`src/scc_pkg.sv`:
```
// constants and types of the serial channel control block
package scc_pkg;
  // register offsets (byte addresses)
  localparam logic [7:0] CTRL_OFS = 8'h00;
  localparam logic [7:0] DATA_OFS = 8'h04;
  localparam logic [7:0] MODE_OFS = 8'h08;
  // channel_control field positions
  localparam int B_HOLD  = 12;
  localparam int B_ULVL  = 10;
  localparam int B_IDLE  = 8;
  localparam int B_NINTH = 7;
  localparam int B_EVEN  = 6;
  localparam int B_PAREN = 5;
  localparam int B_OVR   = 4;
  localparam int B_PARITY_UNDERRUN_FLAG  = 3;
  localparam int B_FRAMING_FLAG  = 2;
  localparam int B_EDGE  = 1;
  localparam int B_SRC   = 0;
  // values after reset
  localparam logic       ULVL_RST = 1'b1;
  localparam logic [1:0] IDLE_RST = 2'h2;
  localparam logic [1:0] MODE_RST = 2'h0;
  // transfer_mode_sel codes
  localparam logic [1:0] MODE_IO = 2'h0;
  localparam logic [1:0] MODE_U7 = 2'h1;
  localparam logic [1:0] MODE_U8 = 2'h2;
  localparam logic [1:0] MODE_U9 = 2'h3;
  // idle settings after the final bit
  localparam logic [1:0] IDLE_LOW  = 2'h0;
  localparam logic [1:0] IDLE_HIGH = 2'h1;
  localparam logic [1:0] IDLE_KEEP = 2'h2;
  // final-bit hold, in high_speed_clock_ref periods (one per clk_i)
  localparam logic [7:0] HOLD_BASE_CYC = 8'h02;
  localparam logic [7:0] HOLD_MAX_CYC  = 8'h80;
  localparam logic [2:0] HOLD_RSVD     = 3'h7;

  typedef enum logic [2:0] {
    RX_IDLE, RX_START, RX_DATA, RX_PAR, RX_STOP
  } scc_rx_e;

  typedef struct packed {
    logic [2:0]  hold_sel;
    logic        under_lvl;
    logic [1:0]  idle_sel;
    logic        even;
    logic        par_en;
    logic        edge_sel;
    logic        clk_src;
    logic [1:0]  mode;
    logic        ninth;
    logic        ovr;
    logic        parity_underrun_flag;
    logic        framing_flag;
    logic [7:0]  rx_data;
    logic        rx_full;
    logic        ack;
    logic [31:0] dat;
    logic [7:0]  sh;
    logic [3:0]  bitn;
    logic [3:0]  sbit;
    logic [7:0]  rsh;
    logic        busy;
    logic        holding;
    logic [7:0]  hcnt;
    logic        sclk;
    logic        sprev;
    logic [7:0]  div;
    logic        txd;
    logic        oe;
    scc_rx_e     rst;
    logic [15:0] rcnt;
    logic [3:0]  rbit;
    logic [8:0]  rsh9;
  } scc_state_s;
endpackage

```
`src/scc_channel_control.sv`:
```
// serial channel control register, shift port and uart receiver
//
// The address map and register access over Wishbone are this design's own decisions.
`timescale 1ns/100ps
`default_nettype none

module scc_fifo #(
  parameter int W = 8,
  parameter int D = 8
) (
  // clock and reset
  input  wire logic         clk_i,
  input  wire logic         rst_i,
  // fill side
  input  wire logic         in_vld_i,
  output logic              in_rdy_o,
  input  wire logic [W-1:0] in_dat_i,
  // drain side
  output logic              out_vld_o,
  input  wire logic         out_rdy_i,
  output logic [W-1:0]      out_dat_o
);
  localparam int AW = (D > 1) ? $clog2(D) : 1;
  localparam logic [AW-1:0] LAST = AW'(D - 1);
  localparam logic [AW:0]   FULL = (AW + 1)'(D);

  typedef struct packed {
    logic [D-1:0][W-1:0] mem;
    logic [AW-1:0]       wp;
    logic [AW-1:0]       rp;
    logic [AW:0]         cnt;
  } scc_fifo_s;

  scc_fifo_s r_reg;
  scc_fifo_s r_next;
  logic      push;
  logic      pop;

  assign in_rdy_o  = (r_reg.cnt != FULL);
  assign out_vld_o = (r_reg.cnt != '0);
  assign out_dat_o = r_reg.mem[r_reg.rp];

  always_comb begin
    r_next = r_reg;
    push = in_vld_i & in_rdy_o;
    pop  = out_vld_o & out_rdy_i;
    if (push) begin
      r_next.mem[r_reg.wp] = in_dat_i;
      r_next.wp = (r_reg.wp == LAST) ? '0 : r_reg.wp + 1'b1;
    end
    if (pop) begin
      r_next.rp = (r_reg.rp == LAST) ? '0 : r_reg.rp + 1'b1;
    end
    if (push & ~pop) begin
      r_next.cnt = r_reg.cnt + 1'b1;
    end else if (pop & ~push) begin
      r_next.cnt = r_reg.cnt - 1'b1;
    end
  end

  always_ff @(posedge clk_i) begin
    if (rst_i) begin
      r_reg <= '0;
    end else begin
      r_reg <= r_next;
    end
  end
endmodule // scc_fifo

module scc_channel_control #(
  parameter int SCLK_HALF  = 4,
  parameter int BIT_CYC    = 347,
  parameter int FIFO_DEPTH = 8
) (
  // clock and reset
  input  wire logic        clk_i,
  input  wire logic        rst_i,
  // wishbone slave
  input  wire logic        cyc_i,
  input  wire logic        stb_i,
  input  wire logic        we_i,
  input  wire logic [7:0]  adr_i,
  input  wire logic [31:0] dat_i,
  input  wire logic [3:0]  sel_i,
  output logic [31:0]      dat_o,
  output logic             ack_o,
  // serial pins
  output logic             serial_out_pin_o,
  input  wire logic        serial_in_pin_i,
  input  wire logic        shift_clock_pin_i,
  output logic             shift_clock_pin_o,
  output logic             shift_clock_pin_oe_o
);
  scc_pkg::scc_state_s r_reg;
  scc_pkg::scc_state_s r_next;

  logic       f_in_rdy;
  logic       f_out_vld;
  logic       f_out_rdy;
  logic [7:0] f_out_dat;
  logic       f_push;
  logic       acc;
  logic       hit_ctrl;
  logic       hit_data;
  logic       hit_mode;
  logic       wr;
  logic       rd;
  logic       clr_flags;
  logic       io;
  logic       ext;
  logic       s_now;
  logic       sh_edge;
  logic       sm_edge;
  logic       io_done;
  logic       underrun;
  logic       set_ovr;
  logic       set_parity_underrun_flag;
  logic       set_framing_flag;
  logic       u_done;
  logic       par_on;

  function automatic logic [7:0] hold_cyc(input logic [2:0] c);
    // reserved code falls back to the longest hold
    if (c == scc_pkg::HOLD_RSVD) begin
      hold_cyc = scc_pkg::HOLD_MAX_CYC;
    end else begin
      hold_cyc = 8'(scc_pkg::HOLD_BASE_CYC << c);
    end
  endfunction

  function automatic logic idle_lvl(input logic [1:0] s, input logic last);
    case (s)
      scc_pkg::IDLE_LOW:  idle_lvl = 1'b0;
      scc_pkg::IDLE_HIGH: idle_lvl = 1'b1;
      default:            idle_lvl = last;
    endcase
  endfunction

  function automatic logic [3:0] data_bits(input logic [1:0] m);
    case (m)
      scc_pkg::MODE_U7: data_bits = 4'h7;
      scc_pkg::MODE_U9: data_bits = 4'h9;
      default:          data_bits = 4'h8;
    endcase
  endfunction

  scc_fifo #(
    .W (8),
    .D (FIFO_DEPTH)
  ) u_tx_fifo (
    .clk_i     (clk_i),
    .rst_i     (rst_i),
    .in_vld_i  (f_push),
    .in_rdy_o  (f_in_rdy),
    .in_dat_i  (dat_i[7:0]),
    .out_vld_o (f_out_vld),
    .out_rdy_i (f_out_rdy),
    .out_dat_o (f_out_dat)
  );

  assign dat_o                = r_reg.dat;
  assign ack_o                = r_reg.ack;
  assign serial_out_pin_o     = r_reg.txd;
  assign shift_clock_pin_o    = r_reg.sclk;
  assign shift_clock_pin_oe_o = r_reg.oe;

  always_comb begin
    r_next   = r_reg;
    acc      = cyc_i & stb_i;
    hit_ctrl = (adr_i == scc_pkg::CTRL_OFS);
    hit_data = (adr_i == scc_pkg::DATA_OFS);
    hit_mode = (adr_i == scc_pkg::MODE_OFS);
    wr       = r_reg.ack & acc & we_i;
    // reads act at capture, so an event in the ack cycle is not lost
    rd       = acc & ~r_reg.ack & ~we_i;
    clr_flags = rd & hit_ctrl;
    f_push   = wr & hit_data & sel_i[0];
    io       = (r_reg.mode == scc_pkg::MODE_IO);
    ext      = r_reg.clk_src;
    par_on   = r_reg.par_en & (r_reg.mode != scc_pkg::MODE_U9);
    s_now    = ext ? shift_clock_pin_i : r_reg.sclk;
    sh_edge  = io & (r_reg.edge_sel ? (s_now & ~r_reg.sprev)
                                    : (~s_now & r_reg.sprev));
    sm_edge  = io & (r_reg.edge_sel ? (~s_now & r_reg.sprev)
                                    : (s_now & ~r_reg.sprev));
    f_out_rdy = io & ~r_reg.busy & ~r_reg.holding;
    io_done  = r_reg.busy & sm_edge & (r_reg.sbit == 4'h7);
    underrun = io & ext & sh_edge & ~r_reg.busy & ~r_reg.holding
             & ~f_out_vld;
    u_done   = 1'b0;
    set_ovr  = 1'b0;
    set_parity_underrun_flag = underrun;
    set_framing_flag = 1'b0;
    r_next.sprev = s_now;
    r_next.oe    = io & ~r_reg.clk_src;

    // bus: a data write waits for fifo room, so the master is stalled
    r_next.ack = acc & ~r_reg.ack & (~(we_i & hit_data) | f_in_rdy);
    if (acc & ~r_reg.ack) begin
      r_next.dat = '0;
      if (hit_ctrl) begin
        r_next.dat[scc_pkg::B_HOLD+:3] = r_reg.hold_sel;
        r_next.dat[scc_pkg::B_ULVL]    = r_reg.under_lvl;
        r_next.dat[scc_pkg::B_IDLE+:2] = r_reg.idle_sel;
        r_next.dat[scc_pkg::B_NINTH]   = r_reg.ninth;
        r_next.dat[scc_pkg::B_EVEN]    = r_reg.even;
        r_next.dat[scc_pkg::B_PAREN]   = r_reg.par_en;
        r_next.dat[scc_pkg::B_OVR]     = r_reg.ovr;
        r_next.dat[scc_pkg::B_PARITY_UNDERRUN_FLAG]    = r_reg.parity_underrun_flag;
        r_next.dat[scc_pkg::B_FRAMING_FLAG]    = r_reg.framing_flag;
        r_next.dat[scc_pkg::B_EDGE]    = r_reg.edge_sel;
        r_next.dat[scc_pkg::B_SRC]     = r_reg.clk_src;
      end else if (hit_data) begin
        r_next.dat[7:0] = r_reg.rx_data;
      end else if (hit_mode) begin
        r_next.dat[1:0] = r_reg.mode;
      end
    end
    if (wr & hit_ctrl & sel_i[1]) begin
      r_next.hold_sel  = dat_i[scc_pkg::B_HOLD+:3];
      r_next.under_lvl = dat_i[scc_pkg::B_ULVL];
      r_next.idle_sel  = dat_i[scc_pkg::B_IDLE+:2];
    end
    if (wr & hit_ctrl & sel_i[0]) begin
      r_next.even     = dat_i[scc_pkg::B_EVEN];
      r_next.par_en   = dat_i[scc_pkg::B_PAREN];
      r_next.edge_sel = dat_i[scc_pkg::B_EDGE];
      r_next.clk_src  = dat_i[scc_pkg::B_SRC];
    end
    if (wr & hit_mode & sel_i[0]) begin
      r_next.mode = dat_i[1:0];
    end
    if (rd & hit_data) begin
      r_next.rx_full = 1'b0;
    end

    // internal shift clock, parked at the idle level between bytes
    if (io & ~ext & r_reg.busy) begin
      if (r_reg.div == 8'h00) begin
        r_next.sclk = ~r_reg.sclk;
        r_next.div  = 8'(SCLK_HALF - 1);
      end else begin
        r_next.div = r_reg.div - 8'h01;
      end
    end else begin
      r_next.sclk = ~r_reg.edge_sel;
      r_next.div  = 8'(SCLK_HALF - 1);
    end

    // shift port transmit and receive
    if (f_out_vld & f_out_rdy) begin
      r_next.txd  = f_out_dat[0];
      r_next.sh   = {1'b0, f_out_dat[7:1]};
      r_next.bitn = 4'h0;
      r_next.sbit = 4'h0;
      r_next.busy = 1'b1;
    end else if (underrun) begin
      r_next.txd = r_reg.under_lvl;
    end else if (r_reg.busy) begin
      // bit0 stands from the load, so the first shift edge keeps it
      if (sh_edge & (r_reg.sbit != 4'h0) & (r_reg.bitn != 4'h7)) begin
        r_next.txd  = r_reg.sh[0];
        r_next.sh   = {1'b0, r_reg.sh[7:1]};
        r_next.bitn = r_reg.bitn + 4'h1;
      end
      if (sm_edge) begin
        r_next.rsh  = {serial_in_pin_i, r_reg.rsh[7:1]};
        r_next.sbit = r_reg.sbit + 4'h1;
      end
      if (io_done) begin
        r_next.busy = 1'b0;
        r_next.rx_data = {serial_in_pin_i, r_reg.rsh[7:1]};
        r_next.rx_full = 1'b1;
        set_ovr = r_reg.rx_full & ~(rd & hit_data);
        if (ext) begin
          r_next.holding = 1'b1;
          r_next.hcnt    = hold_cyc(r_reg.hold_sel) - 8'h01;
        end else begin
          r_next.txd = idle_lvl(r_reg.idle_sel, r_reg.txd);
        end
      end
    end else if (r_reg.holding) begin
      // keep-last-bit idle leaves the final bit on the pin after any hold code
      if (r_reg.hcnt == 8'h00) begin
        r_next.holding = 1'b0;
        r_next.txd = idle_lvl(r_reg.idle_sel, r_reg.txd);
      end else begin
        r_next.hcnt = r_reg.hcnt - 8'h01;
      end
    end

    // uart receiver, sampled in the middle of each bit
    if (r_reg.rcnt != 16'h0000) begin
      r_next.rcnt = r_reg.rcnt - 16'h0001;
    end
    case (r_reg.rst)
      scc_pkg::RX_IDLE: begin
        if (~io & ~serial_in_pin_i) begin
          r_next.rst  = scc_pkg::RX_START;
          r_next.rcnt = 16'(BIT_CYC / 2);
          r_next.rsh9 = '0;
          r_next.rbit = 4'h0;
        end
      end
      scc_pkg::RX_START: begin
        if (r_reg.rcnt == 16'h0000) begin
          r_next.rst  = serial_in_pin_i ? scc_pkg::RX_IDLE
                                        : scc_pkg::RX_DATA;
          r_next.rcnt = 16'(BIT_CYC - 1);
        end
      end
      scc_pkg::RX_DATA: begin
        if (r_reg.rcnt == 16'h0000) begin
          r_next.rsh9[r_reg.rbit] = serial_in_pin_i;
          r_next.rbit = r_reg.rbit + 4'h1;
          r_next.rcnt = 16'(BIT_CYC - 1);
          if (r_reg.rbit == data_bits(r_reg.mode) - 4'h1) begin
            r_next.rst = par_on ? scc_pkg::RX_PAR : scc_pkg::RX_STOP;
          end
        end
      end
      scc_pkg::RX_PAR: begin
        if (r_reg.rcnt == 16'h0000) begin
          set_parity_underrun_flag = ((^r_reg.rsh9) ^ serial_in_pin_i)
                   != ~r_reg.even;
          r_next.rst  = scc_pkg::RX_STOP;
          r_next.rcnt = 16'(BIT_CYC - 1);
        end
      end
      scc_pkg::RX_STOP: begin
        if (r_reg.rcnt == 16'h0000) begin
          u_done   = 1'b1;
          set_framing_flag = ~serial_in_pin_i;
          set_ovr  = r_reg.rx_full & ~(rd & hit_data);
          r_next.rx_data = r_reg.rsh9[7:0];
          r_next.rx_full = 1'b1;
          if (r_reg.mode == scc_pkg::MODE_U9) begin
            r_next.ninth = r_reg.rsh9[8];
          end
          r_next.rst = scc_pkg::RX_IDLE;
        end
      end
      default: r_next.rst = scc_pkg::RX_IDLE;
    endcase

    // a new fault wins over a clearing read in the same cycle
    r_next.ovr  = (r_reg.ovr  & ~clr_flags) | set_ovr;
    r_next.parity_underrun_flag = (r_reg.parity_underrun_flag & ~clr_flags) | set_parity_underrun_flag;
    r_next.framing_flag = (r_reg.framing_flag & ~clr_flags) | set_framing_flag;
  end

  always_ff @(posedge clk_i) begin
    if (rst_i) begin
      r_reg           <= '0;
      r_reg.under_lvl <= scc_pkg::ULVL_RST;
      r_reg.idle_sel  <= scc_pkg::IDLE_RST;
      r_reg.mode      <= scc_pkg::MODE_RST;
      r_reg.sclk      <= 1'b1;
      r_reg.sprev     <= 1'b1;
      r_reg.txd       <= 1'b1;
      r_reg.oe        <= 1'b1;
      r_reg.rst       <= scc_pkg::RX_IDLE;
    end else begin
      r_reg <= r_next;
    end
  end
endmodule // scc_channel_control

`default_nettype wire

```
`config.mk`:
```
export PLATFORM = sky130hd
export DESIGN_NAME = scc_channel_control
export DESIGN_NICKNAME = d
export VERILOG_FILES = /design/src/scc_pkg.sv /design/src/scc_channel_control.sv
export SDC_FILE = /design/constraint.sdc
export NUM_CORES = 1
export LEC_CHECK = 0
export ABC_AREA = 1
export BUFFER_PORTS_ARGS = -buffer_cell sky130_fd_sc_hd__clkbuf_2
export CAP_MARGIN = 20
export CORE_MARGIN = 2
export CORE_UTILIZATION = 25
export CTS_CLUSTER_SIZE = 10
export DETAILED_ROUTE_END_ITERATION = 16
export REMOVE_ABC_BUFFERS = 1
export SLEW_MARGIN = 40
export SYNTH_ARGS = -nofsm -noshare
export SYNTH_HDL_FRONTEND = slang
export SYNTH_SLANG_ARGS = --single-unit
```
`constraint.sdc`:
```
create_clock -name clk_i -period 2.75 [get_ports clk_i]
set_input_delay 0.1375 -clock clk_i [delete_from_list [all_inputs] [get_ports clk_i]]
set_output_delay 0.1375 -clock clk_i [all_outputs]
set_load 0.02 [all_outputs]
```
=== Word level (Yosys, flattened, before mapping) ===
Cells that the tools add are included.

* Output and inout port bits: 36
* Input bits: 51
* Word-level logic and storage cells: 275
* Flip-flop bits (word level): 191

* Equal/unequal tests: 29
* Magnitude comparators: 5
* Reductions and logical operators: 32
* Multiplexer cells: 84
* Shifts and indexed selects: 1
* Bitwise operators: 68
* $add $sub $neg: 12

{| class="wikitable"
|+ Operators with widths
! kind !! number
|-
| 9-bit 2-to-1 mux || 9
|-
| 8-bit 2-to-1 mux || 10
|-
| 64-bit bitwise mux || 1
|-
| 32-bit 2-to-1 mux || 2
|-
| 16-bit one-hot mux with 4 select lines || 1
|-
| 1-bit bitwise AND || 43
|-
| 19-bit 2-to-1 mux || 2
|-
| 33-bit 2-to-1 mux || 1
|-
| 1-bit 2-to-1 mux || 27
|-
| 13-bit one-hot mux with 2 select lines || 1
|-
| 8-bit binary-select mux with 3-bit select || 1
|-
| 8-bit demux with 3-bit select || 1
|-
| 8-bit zero test || 3
|-
| 24-bit 2-to-1 mux || 1
|-
| 8-bit by 1-bit subtractor with 8-bit output (second input constant) || 3
|-
| 3-bit 2-to-1 mux || 7
|-
| 1-bit inverter || 20
|-
| 4-bit by 1-bit adder with 4-bit output (second input constant) || 4
|-
| 16-bit zero test || 1
|-
| 16-bit 2-to-1 mux || 1
|-
| 4-bit 2-to-1 mux || 4
|-
| 2-bit != test (second input constant) || 8
|-
| 16-bit nonzero test || 1
|-
| 4-bit nonzero test || 4
|-
| 45 further kinds || 75
|}

=== Logic depth before layout (Yosys ltp) ===
Gate-level depths: netlist (run 1).

* Word-level depth: 17
* Mapped depth: 17
* Mapped depth without buffers: 17

=== Modules after synthesis ===
A second synthesis (run 1) with hierarchy kept.

* Cells, all modules: 1569
* Area total of the unflattened synthesis: 10343.7 µm²

{| class="wikitable"
|+ By module, submodules not included
! module !! seq. area each (µm²) !! instances !! area each (µm²) !! cells each
|-
| scc_channel_control || 2322.2 || 1 || 6414.9 || 948
|-
| scc_fifo || 1481.4 || 1 || 3928.8 || 621
|}

=== Worst setup path after synthesis (run 1) ===
OpenSTA, ideal clock, no wires.

* Path type: reg-to-reg
* Start point: reg r_reg, in the netlist ack_o
* End point: reg u_tx_fifo.r_reg[3] (netlist bit)
* Library setup time: 0.119 ns
* Setup slack: 0.377 ns
* Data arrival time: 2.253 ns
* Path buffers: 0
* Cell stages (with the launch flop): 16
* Period minus slack after synthesis: 2.373 ns
* Data required time: 2.631 ns
* Cells stage by stage: dfxtp_1 nand2_1 nor2_2 nand2_2 nor3_4 ha_1 inv_1 ha_1 nand2_1 nand2_1 a21oi_1 nor2_1 nor2_1 nand2_1 o21ai_0 a21oi_1

* Longest elaborated chain between the ends: 8
* Elaborated cells between the ends (all ways): 10
* Those cells by class: mux: 1; bitwise: 8; reduce/logical: 1

{| class="wikitable"
|+ Ends and longest elaborated chain
! what !! line !! source
|-
| start: declaration || scc_channel_control.sv:94 || <nowiki>scc_pkg::scc_state_s r_reg;</nowiki>
|-
| start signal: assignment || scc_channel_control.sv:364 || <nowiki>r_reg <= r_next;</nowiki>
|-
| 1-bit bitwise AND * (2 in series) || scc_channel_control.sv:173 || <nowiki>wr = r_reg.ack & acc & we_i;</nowiki>
|-
| 1-bit bitwise AND * (2 in series) || scc_channel_control.sv:177 || <nowiki>f_push = wr & hit_data & sel_i[0];</nowiki>
|-
| 1-bit bitwise AND * || scc_channel_control.sv:45 || <nowiki>push = in_vld_i & in_rdy_o;</nowiki>
|-
| via u_tx_fifo.push || scc_channel_control.sv:36 || <nowiki>logic push;</nowiki>
|-
| 1-bit inverter || scc_channel_control.sv:56 || <nowiki>end else if (pop & ~push) begin</nowiki>
|-
| 1-bit bitwise AND || scc_channel_control.sv:56 ||
|-
| 2-bit nonzero test (no line) || n/a ||
|-
| end signal: assignment || scc_channel_control.sv:65 || <nowiki>r_reg <= r_next;</nowiki>
|-
| end: declaration || scc_channel_control.sv:34 || <nowiki>scc_fifo_s r_reg;</nowiki>
|}

Mark *: on every way through the listed nets, which the timed path passes. The rest lies on a longest branch.
A chain may end at the register's enable or synchronous reset.

=== Worst setup path in the final report (run 1) ===
* Start point: reg u_tx_fifo.r_reg[0] (netlist bit)
* End point: reg u_tx_fifo.r_reg[3] (netlist bit)

* Longest elaborated chain between the ends: 5
* Elaborated cells between the ends (all ways): 13
* Those cells by class: add/sub: 2; eq/ne: 1; mux: 2; bitwise: 6; reduce/logical: 2

{| class="wikitable"
|+ Ends and longest elaborated chain
! what !! line !! source
|-
| 4-bit != test * || scc_channel_control.sv:39 || <nowiki>assign in_rdy_o = (r_reg.cnt != FULL);</nowiki>
|-
| 1-bit bitwise AND * || scc_channel_control.sv:45 ||
|-
| via u_tx_fifo.push || scc_channel_control.sv:36 ||
|-
| 1-bit inverter || scc_channel_control.sv:56 ||
|-
| 1-bit bitwise AND || scc_channel_control.sv:56 ||
|-
| 2-bit nonzero test (no line) || n/a ||
|}

Mark *: on every way through the listed nets, which the timed path passes. The rest lies on a longest branch. The select of a mux whose other input is x is not followed.

==> results of run 1 <==
## power by group through the flow
stage	clock network, mW	logic [mW]	registers [mW]
6_report	2.56	2.51	3.26
5_1_grt	2.74	2.88	3.30
4_1_cts	2.63	2.52	3.26
3_5_place_dp	0	2.50	3.31
3_3_place_gp	0	2.46	3.31
2_1_floorplan	0	1.80	3.31
## synthesized netlist by cell type (9+ instances only)
| cell | count | area [µm²] |
|---|---|---|
| o211ai_1 | 24 | 180 |
| ha_1 | 21 | 263 |
| inv_2 | 11 | 41.3 |
| inv_1 | 130 | 488 |
| nor3_1 | 11 | 55.1 |
| nand2_1 | 159 | 597 |
| xor2_1 | 17 | 149 |
| o21ai_0 | 148 | 741 |
| o21ai_1 | 13 | 65.1 |
| buf_4 | 32 | 240 |
| dfxtp_1 | 190 | 3800 |
| xnor2_1 | 9 | 78.8 |
| nand4_1 | 17 | 106 |
| buf_2 | 9 | 45.0 |
| clkbuf_1 | 29 | 109 |
| nand3_1 | 50 | 250 |
| a21oi_1 | 85 | 425 |
| o221ai_1 | 12 | 105 |
| nor2_1 | 227 | 852 |
## logic make-up (layout without fill, tap and decap cells)
| group | after synthesis | in the layout | share of synthesized area [%] |
|---|---|---|---|
| xor gates and xnor gates | 26 | 26 | 2.42 |
| DFF | 190 | 190 | 40.4 |
| and+or+nand+nor | 501 | 501 | 23.7 |
| muxes | 1 | 1 | 0.106 |
| buffers and inverters | 223 | 246 | 10.3 |
| other | 1 | 18 | 0.0398 |
| AOI/OAI and AO/OA | 329 | 329 | 20.0 |
| adders and majority gates | 22 | 22 | 3.00 |
## cells in the final DEF (no fill, tap or decap), types with 4 or more instances in the layout
cell / instances
xnor2_1: 9
nor2_2: 6
conb_1: 18
inv_1: 129
clkinv_8: 5
xor2_1: 17
o211a_1: 8
o21bai_1: 7
ha_1: 21
inv_6: 4
buf_4: 13
nor2_4: 4
nand3_1: 50
o21ai_0: 148
nand4_1: 17
nor2_8: 4
nand2_2: 6
inv_2: 11
nand2_1: 159
clkbuf_16: 17
or2_2: 4
o221ai_1: 12
dlygate4sd3_1: 6
o22ai_1: 8
clkbuf_2: 48
dfxtp_1: 190
a21oi_1: 85
nor3_1: 11
o21ai_1: 13
o211ai_1: 24
nand2_4: 4
a31oi_1: 8
nor2_1: 227
## worst max-delay path, delay by kind of cell, from the launching register on
| kind | cells | cell delay (ns) |
|---|---|---|
| AOI/OAI and AO/OA | 3 | 0.37 |
| and+or+nand+nor | 8 | 0.69 |
| adders and majority gates | 2 | 0.48 |
| DFF | 1 | 0.42 |
| buffers and inverters | 2 | 0.19 |
## metal layers
| metal | routed length, µm | share of wire [%] | up-vias |
|---|---|---|---|
| met2 | 11000 | 46 | 155 |
| met5 | 16 | 0.068 | - |
| met3 | 857 | 3.6 | 18 |
| met1 | 11500 | 49 | 3916 |
| met4 | 261 | 1.1 | 2 |
| li1 | - | - | 4284 |
## area by class of cell
| type | count | area [µm²] | area share, % |
|---|---|---|---|
| clock buffers | 17 | 425 | 3.96 |
| clock inverters | 15 | 196 | 1.83 |
| inverters | 146 | 554 | 5.16 |
| multi-input cells | 897 | 4700 | 43.8 |
| flip-flops and latches | 190 | 3800 | 35.4 |
| well taps | 511 | 639 | 5.95 |
| repair buffers | 68 | 418 | 3.89 |
## final timing paths
| path | end | cells past startpoint |
|---|---|---|
| min | r_reg[42]$_SDFF_PP1_ | 3 |
| max reg2reg | u_tx_fifo.r_reg[3]$_SDFFE_PP0P_ | 15 |
| max | u_tx_fifo.r_reg[3]$_SDFFE_PP0P_ | 15 |
| min reg2reg | u_tx_fifo.r_reg[41]$_SDFFE_PP0P_ | 2 |
## stage by stage
step,worst slack [ns],utilization (%)
after floorplan,0.361,-
after global placement,0.492,26.9
after detailed placement,0.515,26.9
after CTS,0.492,28.7
after global routing,0.273,28.7
final,0.495,28.7
## what timing repair did
| item | CTS | global route |
|---|---|---|
| endpoints found under the setup margin | 0 | 0 |
| hold buffers | 6 | 0 |
| hold endpoints to repair | 6 | 0 |
==> results.py, run 1 <==
metrics = {
    "status": {
        "status": "completed",
    },
    "cts": {
        "cts_tree": "done",
        "cts_buffers": 17,
        "clkTransAtPathRegs_ns": 0.07,
        "clkSinkCount": 190,
        "root_buffer": "clkbuf_16",
        "clk_latency_ns": 0.45,
        "cts_buffer_depth": 2,
        "post_cts_resized": 0,
        "htreeDepth": 4,
        "postCtsSetupBuffers": 0,
    },
    "global_routing": {
        "grt_usage_pct": 12.2,
        "use_met2_pct": 20.8,
        "grt_max_degree": 55,
        "grt_pass1_wl_um": 38800,
        "antenna_found_initial": 1,
        "grt_pass1_vias": 7752,
        "overflow": 0,
        "busiest_layer": "met2",
        "grt_util_met3_pct": 2.33,
        "use_met1_pct": 15.8,
    },
    "setup_path": {
        "required_ns": 3.07,
        "crit_path_start_kind": "flip-flop",
        "cpPeakStageDelay_ns": 0.42,
        "slowest_stage": "dfxtp_1",
        "crit_fanout": 5,
        "r2r-start": "u_tx_fifo.r_reg[0]$_SDFFE_PP0P_",
        "crit_type": "flip-flop to flip-flop",
        "crit_start": "u_tx_fifo.r_reg[0]$_SDFFE_PP0P_",
        "crit_path_end_kind": "flip-flop",
        "worstPathArrival_ns": 2.58,
        "crit_chain": "nor2_1, nand3_1, inv_1, nor3_4, ha_1, inv_1, ha_1, nand2_1, nand2_1, a21oi_1, nor2_1, nor2_1, nand2_1, o21ai_0, a21oi_1",
        "reg2reg_setup_slack_ns": 0.49,
    },
    "synthesis": {
        "synth_edf_count": 0,
        "yosys_warnings": 0,
        "synth_cell_types": 53,
        "avgSynthCellArea_um2": 7.28,
        "ys_ff_latch": 190,
        "syn_inst": 1293,
        "ys.flop_type": "dfxtp_1",
        "async_reset_ff_share_pct": 0,
        "synth-seq-area-share_pct": 40.4,
        "syn_area_um2": 9410,
    },
    "drt": {
        "drt_iter0_markers": 574,
        "route.detailed.drc": 0,
        "dr.pass1.iters": 5,
        "drtAntennaViolNets": 0,
        "wirelength_um": 23600,
        "via_count": 8375,
        "via_per_inst": 4.54,
        "routedWlPerCell_um": 12.8,
    },
    "timing": {
        "fin_crit_sh_pct": 82.0,
        "relSlewSlack_pct": 58.9,
        "period_minus_slack_ns": 2.26,
        "timing_hold_violations_final": 0,
        "rsz0062_at_grt": "false",
        "slew_viol_final": 0,
        "fin_setup_tns_ns": 0,
        "finalSetupViolCount": 0,
        "timing.hold.ws_ns": 0.0123,
        "fmax_mhz": 443,
        "fin_skew_ns": 0.0246,
        "worstMarginPinSlew_ns": 0.617,
    },
    "placed_design": {
        "dp_hpwl_um": 16700,
        "placedCellCount": 1806,
        "placement.cell_area_um2": 10100,
        "gp_routability_congestion": 0.825,
        "port_buffers": 48,
    },
    "power_and_ir_drop": {
        "intPower_mw": 5.14,
        "p_leak_nw": 4.62,
        "vdd_drop_max_mv": 0.455,
        "combPwrFrac_pct": 30.1,
        "total_power_mw": 8.33,
        "clockPowerShare_pct": 30.7,
        "sw_frac_of_total_pct": 38.3,
        "p_sw_mw": 3.19,
        "p_per_area_nw_per_um2": 776,
        "power_frac_seq_pct": 39.1,
    },
    "worst_hold_path": {
        "hp-class": "input pin to flip-flop",
        "min_from": "shift_clock_pin_i",
    },
    "cells_and_area": {
        "drive_above_1_share_pct": 11.1,
        "diodes": 0,
        "largest_reg_flops": 97,
        "num-nets-final": 1393,
        "finalNonFillerCells": 1844,
        "fillers": 4075,
        "fin_area_um2": 10700,
        "area_delta_synth_final_pct": 14.1,
    },
    "floorplan": {
        "core_um2": 37400,
        "io_pins": 87,
        "die_area_um2": 39200,
        "rows": 71,
        "initial_core_util_pct": 25.2,
        "die_h_um": 198,
        "die_x_um": 198,
    },
    "run": {
        "max_cap_violations": 0,
    },
}
(Power assumes the default switching activity.)
==> run 2, diff against run 1 <==
Settings changed: ABC_AREA 1 to 0.
Clock period 2.75 ns to 2.2 ns, I/O delays scaled along.
==> run 2 against run 1 <==
The run now ends with negative setup slack left. Total power increased by 14%. Count of clock-buffer cells in the layout is the same. Worst setup slack got worse by 0.65 ns. Via count is 13% lower. Clock skew decreased by 0.0063 ns. First-iteration DRC count is 7.8% lower. Wire length down 4.6%.
==> results.py, run 2 <==
metrics = {
    "status": {
        "status": "finished with violations",
        "failed_checks": "negative setup slack",
    },
    "timing": {
        "relSlewSlack_pct": 58.8,
        "timing_hold_violations_final": 0,
        "fin_setup_tns_ns": -0.212,
        "fin_skew_ns": 0.0183,
        "slew_viol_final": 0,
        "fmax_mhz": 424,
        "fin_crit_sh_pct": 107,
        "period_minus_slack_ns": 2.36,
        "finalSetupViolCount": 2,
        "worstMarginPinSlew_ns": 0.618,
        "rsz0062_at_grt": "true",
        "setup_ws_ns": -0.156,
        "timing.hold.ws_ns": 0.0182,
    },
    "setup_path": {
        "worstPathArrival_ns": 2.74,
        "crit_path_start_kind": "flip-flop",
        "required_ns": 2.58,
        "crit_type": "flip-flop to flip-flop",
        "crit_path_end_kind": "flip-flop",
        "crit_fanout": 2,
    },
    "synthesis": {
        "yosys.area.top_type": "dfxtp_1",
        "avgSynthCellArea_um2": 9.05,
        "syn_inst": 1025,
        "ys_ff_latch": 190,
        "yosys.cell_count.top_type": "dfxtp_1",
        "ys.flop_type": "dfxtp_1",
        "synth_cell_types": 63,
        "synth-seq-area-share_pct": 41.0,
        "async_reset_ff_share_pct": 0,
        "synth_edf_count": 0,
        "synth_common_cells": "dfxtp_1, nor2_1, mux2i_1, nand2_1, a21oi_1",
        "yosys-top-cells-area": "dfxtp_1, mux2i_1, nor2_1",
        "syn_area_um2": 9270,
        "yosys_warnings": 0,
        "synth_top_area_share_pct": 41.0,
    },
    "global_routing": {
        "grt_pass1_vias": 7022,
        "use_met2_pct": 18.7,
        "grt_max_degree": 48,
        "busiest_layer": "met2",
        "use_met1_pct": 16.7,
        "overflow": 0,
        "grt_util_met3_pct": 2.04,
        "grt_pass1_wl_um": 36400,
        "grt_usage_pct": 11.8,
        "antenna_found_initial": 0,
    },
    "placed_design": {
        "placedCellCount": 1543,
        "placement.cell_area_um2": 10300,
        "port_buffers": 48,
        "gp_routability_congestion": 0.816,
        "dp_hpwl_um": 15800,
    },
    "drt": {
        "dr.pass1.iters": 5,
        "routedWlPerCell_um": 14.2,
        "route.detailed.drc": 0,
        "via_per_inst": 4.59,
        "wirelength_um": 22500,
        "drt_iter0_markers": 529,
        "via_count": 7272,
        "drtAntennaViolNets": 0,
    },
    "cells_and_area": {
        "drive_above_1_share_pct": 20.8,
        "fin_area_um2": 11200,
        "largest_reg_flops": 97,
        "finalNonFillerCells": 1585,
        "num-nets-final": 1177,
        "final_common_cell": "dfxtp_1",
        "area_delta_synth_final_pct": 21.1,
        "diodes": 0,
        "mostFrequentLayoutCells": "dfxtp_1, nor2_1, mux2i_1",
    },
    "cts": {
        "cts_buffers": 17,
        "cts_buffer_depth": 2,
        "clkTransAtPathRegs_ns": 0.08,
        "clkSinkCount": 190,
        "htreeDepth": 4,
        "clk_latency_ns": 0.44,
        "cts_tree": "done",
        "root_buffer": "clkbuf_16",
    },
    "floorplan": {
        "die_area_um2": 38600,
        "rows": 70,
        "io_pins": 87,
        "core_um2": 36600,
        "initial_core_util_pct": 25.3,
        "die_h_um": 197,
        "die_x_um": 197,
    },
    "worst_hold_path": {
        "hp-class": "input pin to flip-flop",
    },
    "power_and_ir_drop": {
        "vdd_drop_max_mv": 0.508,
        "p_leak_nw": 4.45,
        "p_per_area_nw_per_um2": 848,
    },
    "run": {
        "max_cap_violations": 0,
    },
}
[run 2: cell types whose count changed in the layout (fill, tap and decap cells not counted), moves of 49 or more]
cell	change
inv_1	-114
o21ai_0	-136
nor2_1	-49
nand2_1	-90
buf_4	+66
mux2i_1	+112
[run 2: cell families after synthesis]
kind of cell               after synthesis  synth area share (%)
muxes                                  132                  16.4
and+or+nand+nor                        397                  20.8
xor gates and xnor gates                39                  3.68
AOI/OAI and AO/OA                      130                  8.74
buffers and inverters                  114                  6.22
adders and majority gates               22                  3.05
DFF                                    190                  41.0
other                                    1                0.0404
[run 2: area by class of cell]
type                       instances  area, µm²
fill                            3833      25400
multi-input combinational        738       5150
sequential                       190       3800
timing repair buffer             139       1010
tap                              468        586
clock buffer                      17        425
clock inverter                    15        188
inverter                          18       75.1
[run 2: report_power, final]
part / internal, mW / switching [mW] / total, mW
Clock: 1.63 / 1.52 / 3.16
Combinational: 1.18 / 1.38 / 2.57
Sequential: 3.62 / 0.180 / 3.80
Total: 6.44 / 3.09 / 9.53
[run 2: final timing paths]
kind	depth (start not counted)	slack (ns)	start	endpoint
worst max-delay path	12	-0.16	ack_o$_SDFF_PP0_	u_tx_fifo.r_reg[3]$_SDFFE_PP0P_
worst min-delay path	3	0.02	dat_i[7]	u_tx_fifo.r_reg[41]$_SDFFE_PP0P_
worst max register to register	12	-0.16	ack_o$_SDFF_PP0_	u_tx_fifo.r_reg[3]$_SDFFE_PP0P_
worst min register to register	2	0.45	dat_o[10]$_SDFFE_PP0P_	dat_o[10]$_SDFFE_PP0P_
[run 2: repair_timing]
action,in CTS,in global routing
resized for setup,16,25
pin swaps,9,7
setup endpoints to repair,11,61
buffers inserted,1,1
hold buffers,7,1
endpoints found under the hold margin,7,1
[run 2: through the flow]
step	setup slack [ns]	total power [mW]	util, %
floorplan	-0.865	5.31	-
global placement	-0.456	6.22	28.3
detailed placement	-0.501	6.26	28.3
CTS	-0.232	9.53	30.4
global route	-0.209	10.1	30.7
finish	-0.156	9.53	30.7
[run 2: layer usage]
| metal | part of all wire, % | vias up |
|---|---|---|
| li1 | - | 3675 |
| met1 | 51 | 3447 |
| met2 | 45 | 139 |
| met3 | 3.7 | 11 |
| met4 | 0.81 | 0 |
| met5 | 0 | - |
[run 2: worst max-delay path: stages, from the launching register on]
cell and delay, ns:
dfxtp_2 0.32, and4_4 0.23, nand2_4 0.07, or3_4 0.39
clkinv_4 0.07, ha_4 0.13, inv_4 0.04, ha_4 0.23
a21o_1 0.16, a21oi_2 0.12, xnor2_1 0.08, or3_1 0.33
a21oi_2 0.12
==> run 3, diff against run 2 <==
Settings changed: HOLD_SLACK_MARGIN set to 0.05.
==> run 3 against run 2 <==
Wire length grew 0.21%. Critical path type unchanged. The run still ends with negative setup slack left. Clock power is essentially flat. Non-clock buffer count grew 4. Core utilization grew 0.11 points.
==> results.py, run 3 (synthesis gave the netlist of run 2 again) <==
metrics = {
    "status": {
        "status": "finished with violations",
        "failed_checks": "negative setup slack",
    },
    "global_routing": {
        "grt_pass1_wl_um": 36500,
        "grt_pass1_vias": 7041,
        "overflow": 0,
        "grt_usage_pct": 11.8,
        "antenna_found_initial": 0,
        "grt_max_degree": 48,
    },
    "floorplan": {
        "io_pins": 87,
        "die_h_um": 197,
        "core_um2": 36600,
        "die_area_um2": 38600,
        "initial_core_util_pct": 25.3,
        "die_x_um": 197,
        "rows": 70,
    },
    "timing": {
        "slew_viol_final": 0,
        "finalSetupViolCount": 2,
        "period_minus_slack_ns": 2.36,
        "setup_ws_ns": -0.160,
        "worstMarginPinSlew_ns": 0.631,
        "relSlewSlack_pct": 57.9,
        "fmax_mhz": 424,
        "fin_crit_sh_pct": 107,
        "timing_hold_violations_final": 0,
        "fin_skew_ns": 0.0189,
        "rsz0062_at_grt": "true",
    },
    "cts": {
        "cts_buffer_depth": 2,
        "cts_buffers": 17,
        "root_buffer": "clkbuf_16",
        "clkTransAtPathRegs_ns": 0.08,
        "htreeDepth": 4,
        "cts_tree": "done",
        "clkSinkCount": 190,
        "clk_latency_ns": 0.45,
    },
    "setup_path": {
        "crit_path_end_kind": "flip-flop",
        "r2r-start": "ack_o$_SDFF_PP0_",
        "worstPathArrival_ns": 2.74,
        "crit_type": "flip-flop to flip-flop",
        "required_ns": 2.58,
        "crit_fanout": 2,
        "crit_start": "ack_o$_SDFF_PP0_",
        "crit_path_start_kind": "flip-flop",
        "cpPeakStageDelay_ns": 0.39,
        "crit_chain": "and4_4, nand2_4, or3_4, clkinv_4, ha_4, inv_4, ha_4, a21o_1, a21oi_2, xnor2_1, or3_1, a21oi_2",
        "path_buf_inv": 2,
        "slowest_stage": "or3_4",
        "path_delay_family": "simple AND/OR/NAND/NOR gates",
    },
    "placed_design": {
        "place_worst_setup_slack_ns": -0.501,
        "port_buffers": 48,
        "dp_hpwl_um": 15800,
        "gp_routability_congestion": 0.816,
    },
    "drt": {
        "dr.pass1.iters": 6,
        "drtAntennaViolNets": 0,
        "via_per_inst": 4.58,
        "via_count": 7284,
        "routedWlPerCell_um": 14.2,
        "route.detailed.drc": 0,
        "wirelength_um": 22500,
        "drt_iter0_markers": 529,
    },
    "cells_and_area": {
        "final_common_cell": "dfxtp_1",
        "largest_reg_flops": 97,
        "fillers": 3833,
        "mostFrequentLayoutCells": "dfxtp_1, nor2_1, mux2i_1",
        "area_delta_synth_final_pct": 21.6,
        "regArea_um2": 3800,
        "diodes": 0,
        "num-nets-final": 1181,
        "multi_input_area_um2": 5150,
        "drive_above_1_share_pct": 20.7,
    },
    "power_and_ir_drop": {
        "total_power_mw": 9.55,
        "vdd_drop_max_mv": 0.509,
        "p_leak_nw": 4.47,
        "p_per_area_nw_per_um2": 847,
    },
    "run": {
        "max_cap_violations": 0,
    },
    "worst_hold_path": {
        "min_from": "serial_in_pin_i",
        "hp-class": "input pin to flip-flop",
    },
}
run 3: cell count changes in the layout (fill, tap and decap cells not counted), sizes merged:
cell,delta
dlygate4sd3,+4
run 3: through the flow:
stage          utilization (%)  std cells  TNS, ns  hold WS, ns  instance area (µm²)
6_report                  30.8       1589   -0.221       0.0773                11300
5_1_grt                   30.8       1589   -0.655       0.0948                11300
4_1_cts                   30.5       1588   -0.291       0.0569                11200
3_5_place_dp              28.3       1543    -1.96        0.327                10300
3_3_place_gp              28.3       1543    -1.42        0.316                10300
2_1_floorplan                -        946   -18.86        0.179                 8830
run 3: power by group:
part           total, mW  switching, mW  internal, mW
Sequential          3.80          0.180          3.62
Combinational       2.58           1.39          1.19
Clock               3.16           1.53          1.63
Total               9.55           3.10          6.45
run 3: path summary, 6_finish.rpt:
| kind | to | slack (ns) | cells after the start |
|---|---|---|---|
| worst max-delay path | u_tx_fifo.r_reg[3]$_SDFFE_PP0P_ | -0.16 | 12 |
| worst min-delay path | r_reg[61]$_SDFFE_PP0P_ | 0.08 | 3 |
| worst max register to register | u_tx_fifo.r_reg[3]$_SDFFE_PP0P_ | -0.16 | 12 |
| worst min register to register | dat_o[10]$_SDFFE_PP0P_ | 0.45 | 2 |
run 3: repair_timing:
action                                 CTS  global route
pin swaps                                9             7
endpoints found under the hold margin   40             0
setup endpoints to repair               11            61
resized for setup                       16            25
gates cloned                             0             0
hold buffers                            12             0
buffers inserted                         1             1
run 3: routing by layer:
layer / share of wire (%) / track usage [%] / wire (µm) / up-vias
met5: 0 / 0 / 0 / -
met1: 51 / 16.7 / 11500 / 3443
met2: 45 / 18.7 / 10000 / 147
li1: - / - / - / 3683
met3: 3.7 / 2.04 / 827 / 11
met4: 0.82 / 2.59 / 185 / 0
run 3: worst reg2reg max path: stages, from the launching register on:
cell	delay (ns)
dfxtp_2	0.32
and4_4	0.23
nand2_4	0.07
or3_4	0.40
clkinv_4	0.07
ha_4	0.13
inv_4	0.04
ha_4	0.23
a21o_1	0.16
a21oi_2	0.12
xnor2_1	0.08
or3_1	0.33
a21oi_2	0.13
run 3: cell type report:
class,instances,area share (%)
sequential,190,33.8
tap,468,5.19
inverter,18,0.666
timing repair buffer,143,9.30
multi-input combinational,738,45.6
clock buffer,17,3.77
clock inverter,15,1.66
